## src/host_status_pkg.sv

```systemverilog
// Constants for the host-side status register of the parallel host port.
// Assumes a single 10 MHz system clock and a host bus with a 3-bit register address.
package host_status_pkg;
  localparam int ADDR_W = 3;
  localparam int DATA_W = 8;
  // Address of the status register on the host bus; the value is arbitrary.
  localparam logic [2:0] STATUS_ADDR = 3'h2;
  localparam int BIT_RX_FULL = 0;
  localparam int BIT_TX_EMPTY = 1;
  localparam int BIT_FLAG2 = 3;
  localparam int BIT_FLAG3 = 4;
  localparam int BIT_REQUEST = 7;
  localparam logic [7:0] STATUS_RESET = 8'h00;
  localparam logic [7:0] RESERVED_MASK = 8'h64;
endpackage

```

## src/host_request_merge.sv

```systemverilog
// Request pin logic: turns full and empty flags plus their enables into request pins.
// Assumes flags and enables are synchronous to SYS_CLK and the software reset is one cycle.
`timescale 1ns/1ps
module host_request_merge (
  input wire logic clk,
  input wire logic rst_n,
  input wire logic soft_reset,
  input wire logic receive_full_flag,
  input wire logic transmit_empty_flag,
  input wire logic receive_request_enable,
  input wire logic transmit_request_enable,
  input wire logic dual_request_select,
  output logic host_request_pin,
  output logic transmit_request_pin,
  output logic receive_request_pin,
  output logic host_request_indication
);
  typedef struct packed {
    logic combined;
    logic tx_req;
    logic rx_req;
    logic indication;
  } req_s;

  req_s cur_ff;
  req_s nxt_cur;
  logic rx_src;
  logic tx_src;

  always_comb
  begin
    nxt_cur = cur_ff;
    // A cleared enable masks its source, leaving the host to poll.
    rx_src = receive_full_flag & receive_request_enable;
    tx_src = transmit_empty_flag & transmit_request_enable;
    nxt_cur.combined = (rx_src | tx_src) & ~dual_request_select;
    nxt_cur.tx_req = tx_src & dual_request_select;
    nxt_cur.rx_req = rx_src & dual_request_select;
    // The status bit follows whichever pin set is active, so it equals what the host sees.
    if (dual_request_select)
    begin
      nxt_cur.indication = nxt_cur.tx_req | nxt_cur.rx_req;
    end
    else
    begin
      nxt_cur.indication = nxt_cur.combined;
    end
    if (soft_reset)
    begin
      nxt_cur = '0;
    end
  end

  always_ff @(posedge clk or negedge rst_n)
  begin
    if (!rst_n)
    begin
      cur_ff <= '0;
    end
    else
    begin
      cur_ff <= nxt_cur;
    end
  end

  assign host_request_pin = cur_ff.combined;
  assign transmit_request_pin = cur_ff.tx_req;
  assign receive_request_pin = cur_ff.rx_req;
  assign host_request_indication = cur_ff.indication;
endmodule // host_request_merge

```

## src/host_status_register.sv

```systemverilog
// Host-side status register of the parallel host port, with its request pins.
// Assumes host strobes are one-cycle pulses synchronous to SYS_CLK; the core has no access.
`timescale 1ns/1ps
// Notes on behaviour
// - Status register is eight bits, read only; host writes change nothing.
// - Only the host side can reach the status register; core has no port.
// - With dual requests selected, bit 7 shows the transmit and receive request pins.
// - With dual requests off, the request bit shows the combined request pin.
// - Request set when receive full or transmit empty is set with its enable.
// - In single mode, 0 means no host interrupt and 1 means one requested.
// - Receive enable with receive full asserts the request; cleared enable masks it.
module host_status_register (
  input wire logic SYS_CLK,
  input wire logic RST_N,
  input wire logic SOFT_RESET,
  input wire logic [2:0] HOST_ADDR,
  input wire logic HOST_RD,
  input wire logic HOST_WR,
  input wire logic [7:0] HOST_WDATA,
  input wire logic RECEIVE_FULL_FLAG,
  input wire logic TRANSMIT_EMPTY_FLAG,
  input wire logic RECEIVE_REQUEST_ENABLE,
  input wire logic TRANSMIT_REQUEST_ENABLE,
  input wire logic DUAL_REQUEST_SELECT,
  input wire logic HOST_FLAG2,
  input wire logic HOST_FLAG3,
  output logic [7:0] HOST_RDATA,
  output logic HOST_RVALID,
  output logic HOST_REQUEST_PIN,
  output logic TRANSMIT_REQUEST_PIN,
  output logic RECEIVE_REQUEST_PIN
);
  typedef struct packed {
    logic [7:0] rdata;
    logic rvalid;
  } rd_s;

  rd_s rd_ff;
  rd_s nxt_rd;
  logic host_request_indication;
  logic [7:0] status_value;

  function automatic logic hits_status(input logic [2:0] addr);
    hits_status = (addr == host_status_pkg::STATUS_ADDR);
  endfunction

  host_request_merge u_merge (
    .clk(SYS_CLK),
    .rst_n(RST_N),
    .soft_reset(SOFT_RESET),
    .receive_full_flag(RECEIVE_FULL_FLAG),
    .transmit_empty_flag(TRANSMIT_EMPTY_FLAG),
    .receive_request_enable(RECEIVE_REQUEST_ENABLE),
    .transmit_request_enable(TRANSMIT_REQUEST_ENABLE),
    .dual_request_select(DUAL_REQUEST_SELECT),
    .host_request_pin(HOST_REQUEST_PIN),
    .transmit_request_pin(TRANSMIT_REQUEST_PIN),
    .receive_request_pin(RECEIVE_REQUEST_PIN),
    .host_request_indication(host_request_indication)
  );

  always_comb
  begin
    status_value = host_status_pkg::STATUS_RESET;
    status_value[host_status_pkg::BIT_RX_FULL] = RECEIVE_FULL_FLAG;
    status_value[host_status_pkg::BIT_TX_EMPTY] = TRANSMIT_EMPTY_FLAG;
    status_value[host_status_pkg::BIT_FLAG2] = HOST_FLAG2;
    status_value[host_status_pkg::BIT_FLAG3] = HOST_FLAG3;
    status_value[host_status_pkg::BIT_REQUEST] = host_request_indication;
    status_value = status_value & ~host_status_pkg::RESERVED_MASK;
  end

  always_comb
  begin
    nxt_rd = rd_ff;
    nxt_rd.rvalid = 1'h0;
    // Only reads are decoded; a host write to this address is dropped, so the
    // register cannot be corrupted by a stray store.
    if (HOST_RD && hits_status(HOST_ADDR))
    begin
      nxt_rd.rdata = status_value;
      nxt_rd.rvalid = 1'h1;
    end
    if (SOFT_RESET)
    begin
      nxt_rd = '0;
    end
  end

  always_ff @(posedge SYS_CLK or negedge RST_N)
  begin
    if (!RST_N)
    begin
      rd_ff <= '0;
    end
    else
    begin
      rd_ff <= nxt_rd;
    end
  end

  // Write data and strobe exist only to complete the bus; they are deliberately unused.
  logic unused_wr;
  assign unused_wr = HOST_WR ^ (^HOST_WDATA);
  assign HOST_RDATA = rd_ff.rdata;
  assign HOST_RVALID = rd_ff.rvalid;
endmodule // host_status_register

```

## config.mk

```make
export PLATFORM = sky130hd
export DESIGN_NAME = host_status_register
export DESIGN_NICKNAME = d
export VERILOG_FILES = /design/src/host_status_pkg.sv /design/src/host_request_merge.sv /design/src/host_status_register.sv
export SDC_FILE = /design/constraint.sdc
export NUM_CORES = 1
export LEC_CHECK = 0
export ABC_CLOCK_PERIOD_IN_PS = 850
export BUFFER_PORTS_ARGS = -buffer_cell sky130_fd_sc_hd__buf_2
export CORE_AREA = 2 2 39 41
export DETAILED_ROUTE_END_ITERATION = 8
export DIE_AREA = 0 0 41 43
export GPL_ROUTABILITY_DRIVEN = 1
export HOLD_SLACK_MARGIN = 0.08
export PLACE_DENSITY_LB_ADDON = 0.25
export SLEW_MARGIN = 20
export SYNTH_ARGS = -nofsm -noshare
export SYNTH_HDL_FRONTEND = slang
export SYNTH_SLANG_ARGS = --single-unit
```

## constraint.sdc

```tcl
create_clock -name SYS_CLK -period 0.85 [get_ports SYS_CLK]
set_clock_uncertainty 0.1 [all_clocks]
set_input_delay 0.255 -clock SYS_CLK [delete_from_list [all_inputs] [get_ports SYS_CLK]]
set_output_delay 0.255 -clock SYS_CLK [all_outputs]
set_load 0.01 [all_outputs]
```

=== Word level (Yosys, flattened, before mapping) ===
Cells that the tools add are included.

* Input bits: 23
* Flip-flop bits (word level): 13
* Logic and storage cells: 21
* Output and inout port bits: 12

* Reduce and logical (&&, ||, !) cells: 2
* Bitwise operators: 8
* Mux-type cells: 4
* Equal/unequal tests: 1

{| class="wikitable"
|+ Operators by type and width
! operator !! count
|-
| 9-bit 2-to-1 mux || 2
|-
| 1-bit bitwise AND || 5
|-
| 4-bit 2-to-1 mux || 1
|-
| 3-bit by 2-bit == test with 1-bit output, second input constant || 1
|-
| 1-bit bitwise OR || 2
|-
| 2-bit nonzero test || 1
|-
| 1-bit logical AND || 1
|-
| 1-bit 2-to-1 mux || 1
|-
| 1-bit NOT || 1
|}

=== Longest topological paths before layout ===
Gate-level depths: netlist (run 1).

* Depth in word-level cells: 5
* Depth in mapped cells: 3
* Gate-level depth less buffers: 2

=== Cells and area by module ===
From an unflattened synthesis (run 1), not the netlist that was laid out.

* Cell total of the unflattened synthesis: 38
* Area total of the unflattened synthesis: 471.7 sq um

{| class="wikitable"
|+ By module, submodules not included
! module !! sequential area each (sq um) !! area an instance (sq um) !! times used !! cells each
|-
| host_status_register || 150.1 || 325.3 || 1 || 29
|-
| host_request_merge || 100.1 || 146.4 || 1 || 9
|}

=== Worst setup path after synthesis (run 1) ===
Ideal clock, no wire load.

* Path kind: input to register
* Start: input port HOST_ADDR[0]
* End: register rd_ff (netlist bit HOST_RVALID)
* Buffers on the path: 1
* Required time: 0.630 ns
* Path slack: -0.125 ns
* Stages on the path: 3
* Setup time: 0.120 ns
* Arrival time: 0.756 ns
* Cells stage by stage: and4bb_1 buf_6 and2b_2

{| class="wikitable"
|+ RTL lines
! element !! RTL line !! text
|-
| start, declared || host_status_register.sv:16 || <nowiki>input wire logic [2:0] HOST_ADDR,</nowiki>
|-
| end signal, assigned || host_status_register.sv:98 || <nowiki>rd_ff <= nxt_rd;</nowiki>
|-
| end, declared || host_status_register.sv:38 || <nowiki>rd_s rd_ff;</nowiki>
|}

=== Final worst setup path (run 1) ===
* Start: register rd_ff (netlist bit HOST_RDATA[0])
* End: output port HOST_RDATA[0]

{| class="wikitable"
|+ RTL lines
! element !! RTL line !! text
|-
| end, declared || host_status_register.sv:27 || <nowiki>output logic [7:0] HOST_RDATA,</nowiki>
|}

No word-level cell between the ends.

==> results by group, run 1 <==
Status
  – Outcome: complete, but fails checks
  – Failing checks: negative setup slack

Timing
  – Setup TNS Final: -2.611 ns
  – Hold WS: between 0.05 and 0.06 ns
  – Final worst setup slack: -0.2937 ns
  – Final hold vios: 0
  – Peak Freq: between 0.8 and 0.9 GHz
  – Fin crit period: roughly 1.1 ns
  – Unrepaired setup endpoints after global routing: true
  – Final slew viol count: 0
  – Setup-failing EPs final: 13
  – Fin crit share: 134.5%

Worst setup path
  – Kind of start point of the critical path: register
  – Max stage delay on crit path: around 0.38 ns
  – Critical Path AT: 0.79 ns
  – Largest delay contributor family on the critical path: flip-flops
  – Critical Path Fanout Max: 2
  – CP required: roughly 0.5 ns
  – Kind of critical path: reg2out
  – Crit path buf inv count: 1
  – Critical-path top delay cell: dfrtp_1
  – Cells along the critical path: buf_2
  – Worst setup EP type: output pin

Pwr
  – Sw frac: 22.19%
  – Clock power share: between 40% and 50%
  – NetSw: between 0.0002 and 0.00025 W
  – Leak: 0.3684 nW
  – Total Power: ~0.0010 W
  – VDD IR-drop max: about 660 µV
  – Flop pwr share: about 47%
  – Pwr dens: approximately 1500 mW/mm²
  – Comb pwr share: between 10% and 20%
  – Pint: slightly above 0.0008 W

Place
  – Post-DP HPWL: between 500 and 600 µm
  – Gpl congestion: between 0.6 and 0.7
  – I/O Buffers: 22
  – Dpl ws: -0.2763 ns

CTS
  – CTS tree: built
  – H-tree levels: 1
  – Clk root buf: clkbuf_4
  – Worst skew pair latency: between 0.2 and 0.3 ns
  – # clock sinks: 10
  – Clock transition at path regs: 0.07 ns
  – TritonCTS buffer count: 3
  – Hold buffers post-CTS: 1
  – Clock Tree Buf Depth: 2

Finish
  – Inserted Diodes: 0
  – Area Overhead vs Synth: 48.64%
  – Fin nets: between 90 and 100
  – Filler cell count: approximately 130
  – Final core occ: between 40% and 50%
  – Sequential Area: about 250 µm²
  – Area occupied by multi-input gates: 178.9 µm²
  – Share of cells above drive strength 1: 47.89%

Logic synthesis
  – Post-synth top area share: 54.35%
  – Cells after Synth: 40
  – Biggest area consumer among synthesized cells: dfrtp_1
  – Adder-cell share of the synthesized area: 0%
  – Ys async rst share: between 90% and 100%
  – Sequential fraction of the synthesis area: between 50 and 60%
  – Synth warn: 0
  – #FFs+latches synth: 10
  – Post-Synth XOR/XNOR Area: 0%
  – Synth Area in Simple Gates: 22.83%
  – Post-synth EDFFs: 0
  – Synth cell count leaders: nand2b_1 (11), dfrtp_1 (10), mux2i_1 (5), buf_4 (3)
  – Main flop type after synthesis: dfrtp_1
  – Distinct cells, synth: 13
  – Count leader, synth: nand2b_1
  – Synth Area in Compound Gates: approximately 2.7%
  – Top cells by area, synth: dfrtp_1 (54%), nand2b_1 (15%), mux2i_1 (11%), buf_4 (4.9%), and4bb_1 (2.7%)
  – Post-synthesis mux area share: 10.87%
  – Post-Syn Area: 460.4 µm²
  – Main combinational cell family by area after synthesis: simple AND/OR/NAND/NOR gates
  – Syn_area_per_cell: approximately 12 µm²

Global routing
  – Initial antenna violation count: 0
  – Number of global-route vias before repair: between 300 and 400
  – Global route total overflow: 0
  – First-pass GRT wire length: 1311 µm
  – Largest net degree at the start of global routing: 15
  – Gr usage total: between 10% and 20%

Detailed routing
  – Wire per inst: between 9 and 10 µm
  – Routed wire length: slightly above 800 µm
  – Number of violations reported at the end of detailed-routing iteration 0: 0
  – Via-per-instance ratio: between 4 and 5
  – Pre-antenna DRT Iters: 1
  – Antenna viol nets, final: 0
  – DRC errors left: 0
  – Vias: around 370

Die
  – FP Rows: 14
  – Total core area: 0.001384 mm²
  – Chip width: slightly above 40 µm
  – Initial Util: 33.27%
  – Die H: 43 µm
  – Die ar.: approximately 0.0018 mm²
  – # IOs: 35

Min path
  – Worst min path class: in2reg

Run
  – Max-Cap Viols: 0
[routing by layer]
layer  up-vias  track usage [%]  share of wire [%]
met2        15            16.56                 47
met1       166            12.29                 42
met4         0            12.00                2.3
met5         -                0                  0
li1        182                -                  -
met3         2            3.141                8.3
[power by group through the flow]
stage / clock (W) / combinational [W] / sequential [W]
2_1_floorplan: 0 / 0.0000558 / 0.000507
3_3_place_gp: 0 / 0.000107 / 0.000501
3_5_place_dp: 0 / 0.000108 / 0.000501
4_1_cts: 0.000442 / 0.000117 / 0.000492
5_1_grt: 0.000470 / 0.000136 / 0.000493
6_report: 0.000434 / 0.000123 / 0.000492
[stage by stage]
stage / cell area, µm² / cells
after floorplan: 467.9 / 42
after global placement: 581.8 / 78
after detailed placement: 581.8 / 78
after CTS: 654.4 / 86
after global routing: 684.4 / 87
final: 684.4 / 87
[path summary, 6_finish.rpt]
path	start	slack, ns	to	depth (start not counted)
setup reg to reg	HOST_RDATA[1]	-0.10	HOST_RDATA[1]	4
hold reg to reg	u_merge.host_request_indication	0.43	HOST_RDATA[7]	2
max in group asynchronous	RST_N	0.20	HOST_RDATA[7]	2
hold / removal	DUAL_REQUEST_SELECT	0.05	u_merge.host_request_pin	2
setup / recovery	HOST_RDATA[0]	-0.29	HOST_RDATA[0]	1
min in group asynchronous	RST_N	0.27	u_merge.host_request_indication	2
[cell families (layout without fill, tap and decap cells)]
group / after synthesis / after routing
buffers and inverters: 5 / 34
other: 1 / 3
and+or+nand+nor: 17 / 17
AOI/OAI and AO/OA: 2 / 2
muxes: 5 / 5
DFF: 10 / 10
[layout make-up]
type,count,share of cell area [%]
well taps,16,2.925
clock buffers,4,5.302
multi-input cells,27,26.14
flip-flops and latches,10,36.56
repair buffers,30,29.07
[flip-flops by register name, indices dropped and copies added, names as in the netlist]
register	count
u_merge.transmit_request_pin	1
u_merge.host_request_indication	1
HOST_RDATA	5
u_merge.host_request_pin	1
HOST_RVALID	1
u_merge.receive_request_pin	1
[what timing repair did]
action,4_1_cts,5_1_grt
endpoints found under the setup margin,10,13
buffers inserted,3,3
hold endpoints to repair,11,1
gates resized for setup,1,4
[cell usage in the layout, fill, tap and decap left out, drive strengths merged, types with 2 or more instances in the layout]
master / synthesis / final
dfrtp: 10 / 10
buf: 5 / 29
nor2: 2 / 2
nand2: 2 / 2
conb: 1 / 3
nand2b: 11 / 11
mux2i: 5 / 5
clkbuf: 0 / 4
(Power assumes the default switching activity.)
==> run 2: changes to the inputs <==
--- a/config.mk
+++ b/config.mk
@@ -5,7 +5,7 @@
 export SDC_FILE = /design/constraint.sdc
 export NUM_CORES = 1
 export LEC_CHECK = 0
-export ABC_CLOCK_PERIOD_IN_PS = 850
+export ABC_CLOCK_PERIOD_IN_PS = 1140
 export BUFFER_PORTS_ARGS = -buffer_cell sky130_fd_sc_hd__buf_2
 export CORE_AREA = 2 2 39 41
 export DETAILED_ROUTE_END_ITERATION = 8
@@ -13,6 +13,7 @@
 export GPL_ROUTABILITY_DRIVEN = 1
 export HOLD_SLACK_MARGIN = 0.08
 export PLACE_DENSITY_LB_ADDON = 0.25
+export SKIP_CTS_REPAIR_TIMING = 1
 export SLEW_MARGIN = 20
 export SYNTH_ARGS = -nofsm -noshare
 export SYNTH_HDL_FRONTEND = slang
==> constraint.sdc (replaced) <==
create_clock -name SYS_CLK -period 1.14 [get_ports SYS_CLK]
set_clock_uncertainty 0.1 [all_clocks]
set_input_delay 0.342 -clock SYS_CLK [delete_from_list [all_inputs] [get_ports SYS_CLK]]
set_output_delay 0.342 -clock SYS_CLK [all_outputs]
set_load 0.01 [all_outputs]
==> run 2 against run 1 <==
  * The run still ends with negative setup slack left
  * Final area fell by 10%
  * Setup slack improved by 0.22 ns
  * Power fell by 37%
  * First-iteration DRC count rose by 1
  * Register-to-register slack improved by 0.40 ns
  * Critical path depth did not move
  * Flip-flop and latch count did not move
  * Cell count fell by 5.7%
  * Largest power group unchanged
==> results by group, run 2 (same netlist as run 1, synthesis figures left out) <==
Worst setup path
  – Worst setup EP type: output pin
  – Max stage delay on crit path: 0.38 ns (about the same)
  – Reg-to-reg endpoint: HOST_RDATA[1]
  – Largest delay contributor family on the critical path: flip-flops
  – Kind of critical path: reg2out
  – Cells along the critical path: buf_2
  – Critical Path Fanout Max: 2 (unchanged)
  – Crit path buf inv count: 1 (unchanged)
  – Worst r2r src: HOST_RDATA[1]
  – Reg2reg path depth: 3 (-1)
  – Worst reg2reg setup slack: 0.30 ns (+0.40 ns)
  – Critical Path AT: 0.77 ns (-0.02 ns)
  – Critical-path top delay cell: dfrtp_1
  – CP required: 0.70 ns (+0.21 ns)
  – Kind of start point of the critical path: register

Finish
  – Area Overhead vs Synth: 33.42%
  – Finished Cell Area: 614.3 µm² (-10%)
  – Area occupied by multi-input gates: 178.9 µm² (unchanged)
  – Share of cells above drive strength 1: 43.94% (-3.9 points)
  – Max reg flops: 5 (unchanged)
  – Most frequent cells in the layout: buf_2 (22), nand2b_1 (11), dfrtp_1 (10)
  – Most common cell after layout, fill and taps aside: buf_2
  – Filler cell count: 143 (+8.3%)
  – Final core occ: 44.39% (-5.1 points)
  – Sequential Area: 250.2 µm² (unchanged)
  – Inserted Diodes: 0 (unchanged)
  – Fin nets: 91 (-4.2%)

Place
  – Post-DP Area: 566.8 µm² (-2.6%)
  – Post-DP HPWL: 599 µm (+2.7%)
  – Gpl congestion: 0.6918 (+9.1%)
  – I/O Buffers: 22 (unchanged)
  – Dpl ws: -0.1065 ns (+0.1698 ns)

CTS
  – Clk root buf: clkbuf_4
  – Clock transition at path regs: 0.06 ns (about the same)
  – TritonCTS buffer count: 3 (unchanged)
  – # clock sinks: 10 (unchanged)
  – CTS tree: built
  – H-tree levels: 1 (unchanged)
  – Worst skew pair latency: 0.25 ns (-0.02 ns)
  – Clock Tree Buf Depth: 2 (unchanged)

Status
  – Outcome: complete, but fails checks
  – Failing checks: negative setup slack

Die
  – Die H: 43 µm (unchanged)
  – Chip width: 41 µm (unchanged)
  – FP Rows: 14 (unchanged)
  – Die ar.: 0.001763 mm² (unchanged)
  – Initial Util: 33.27% (unchanged)
  – Total core area: 0.001384 mm² (unchanged)
  – # IOs: 35 (unchanged)

Timing
  – Fin crit share: 106.2%
  – Final slew viol count: 0 (unchanged)
  – Final hold vios: 0 (unchanged)
  – Unrepaired setup endpoints after global routing: true
  – Setup-failing EPs final: 9 (-4)
  – Fin crit period: approximately 1.2 ns
  – Peak Freq: just over 0.8 GHz
  – Final worst setup slack: -0.07012 ns (+0.2236 ns)
  – Setup TNS Final: -0.4331 ns (+2.178 ns)

Detailed routing
  – DRC errors left: 0 (unchanged)
  – Number of violations reported at the end of detailed-routing iteration 0: 1 (+1)
  – Vias: 345 (-5.5%)
  – Via-per-instance ratio: 4.207 (+0.28%)
  – Antenna viol nets, final: 0 (unchanged)
  – Uppermost routed layer: met3
  – Wire per inst: 9.268 µm (-0.70%)
  – Met2 wire length: 373 µm (-2.1%)
  – Met3 WL: 59 µm (-12%)
  – Routed wire length: 760 µm (-6.4%)
  – WL met1: 326 µm (-5.5%)
  – Pre-antenna DRT Iters: 2 (+1)

Min path
  – Min-delay src: DUAL_REQUEST_SELECT
  – Hold Crit Depth: 2 (unchanged)
  – Worst min path class: in2reg
  – Hold Path Sink: u_merge.host_request_pin

Global routing
  – Number of global-route vias before repair: 323 (-4.7%)
  – Largest net degree at the start of global routing: 15 (unchanged)
  – Gr usage total: 10.27% (-1.3 points)
  – First-pass GRT wire length: 1186 µm (-9.5%)
  – Global route total overflow: 0 (unchanged)
  – Initial antenna violation count: 0 (unchanged)

Pwr
  – VDD IR-drop max: 611.2 µV (-7.8%)
  – Pwr dens: 1080 mW/mm² (-30%)
  – Leak: 0.3354 nW (-9.0%)
  – Total Power: 0.0006637 W (-37%)

Run
  – Max-Cap Viols: 0 (unchanged)
## run 2: stage by stage
step,hold WS (ns),std cells
3_5_place_dp,0.1108,76
3_3_place_gp,0.1133,76
6_report,0.1620,82
2_1_floorplan,-0.05359,42
4_1_cts,-0.1618,79
5_1_grt,0.1631,82
## run 2: where the power goes
group	switching [W]	internal (W)	leakage, nW	total (W)
clock	0.0000962	0.000121	0.0138	0.000217
sequential	0.00000280	0.000364	0.137	0.000367
combinational	0.0000393	0.0000406	0.184	0.0000799
## run 2: worst max-delay path by stage
stage | start | endpoint | slack [ns] | depth (start not counted)
after floorplan | HOST_ADDR[0] | HOST_RVALID | 0.08 | 3
after global placement | HOST_ADDR[0] | HOST_RDATA[1] | -0.07 | 4
after detailed placement | HOST_ADDR[0] | HOST_RDATA[0] | -0.11 | 4
after CTS | HOST_RDATA[1] | HOST_RDATA[1] | -0.08 | 1
after global routing | HOST_RDATA[3] | HOST_RDATA[3] | -0.1 | 1
final | HOST_RDATA[1] | HOST_RDATA[1] | -0.07 | 1
## run 2: layout make-up
cell class	count	share of cell area, %
sequential	10	40.73
multi-input combinational	27	29.12
timing repair buffer	26	23.22
tap	16	3.259
clock buffer	3	3.666
## run 2: routing by layer
layer / up-vias / GRT usage (%)
met5: - / 0
met4: 0 / 6.000
met3: 0 / 4.712
met2: 13 / 16.25
met1: 157 / 10.40
li1: 175 / -
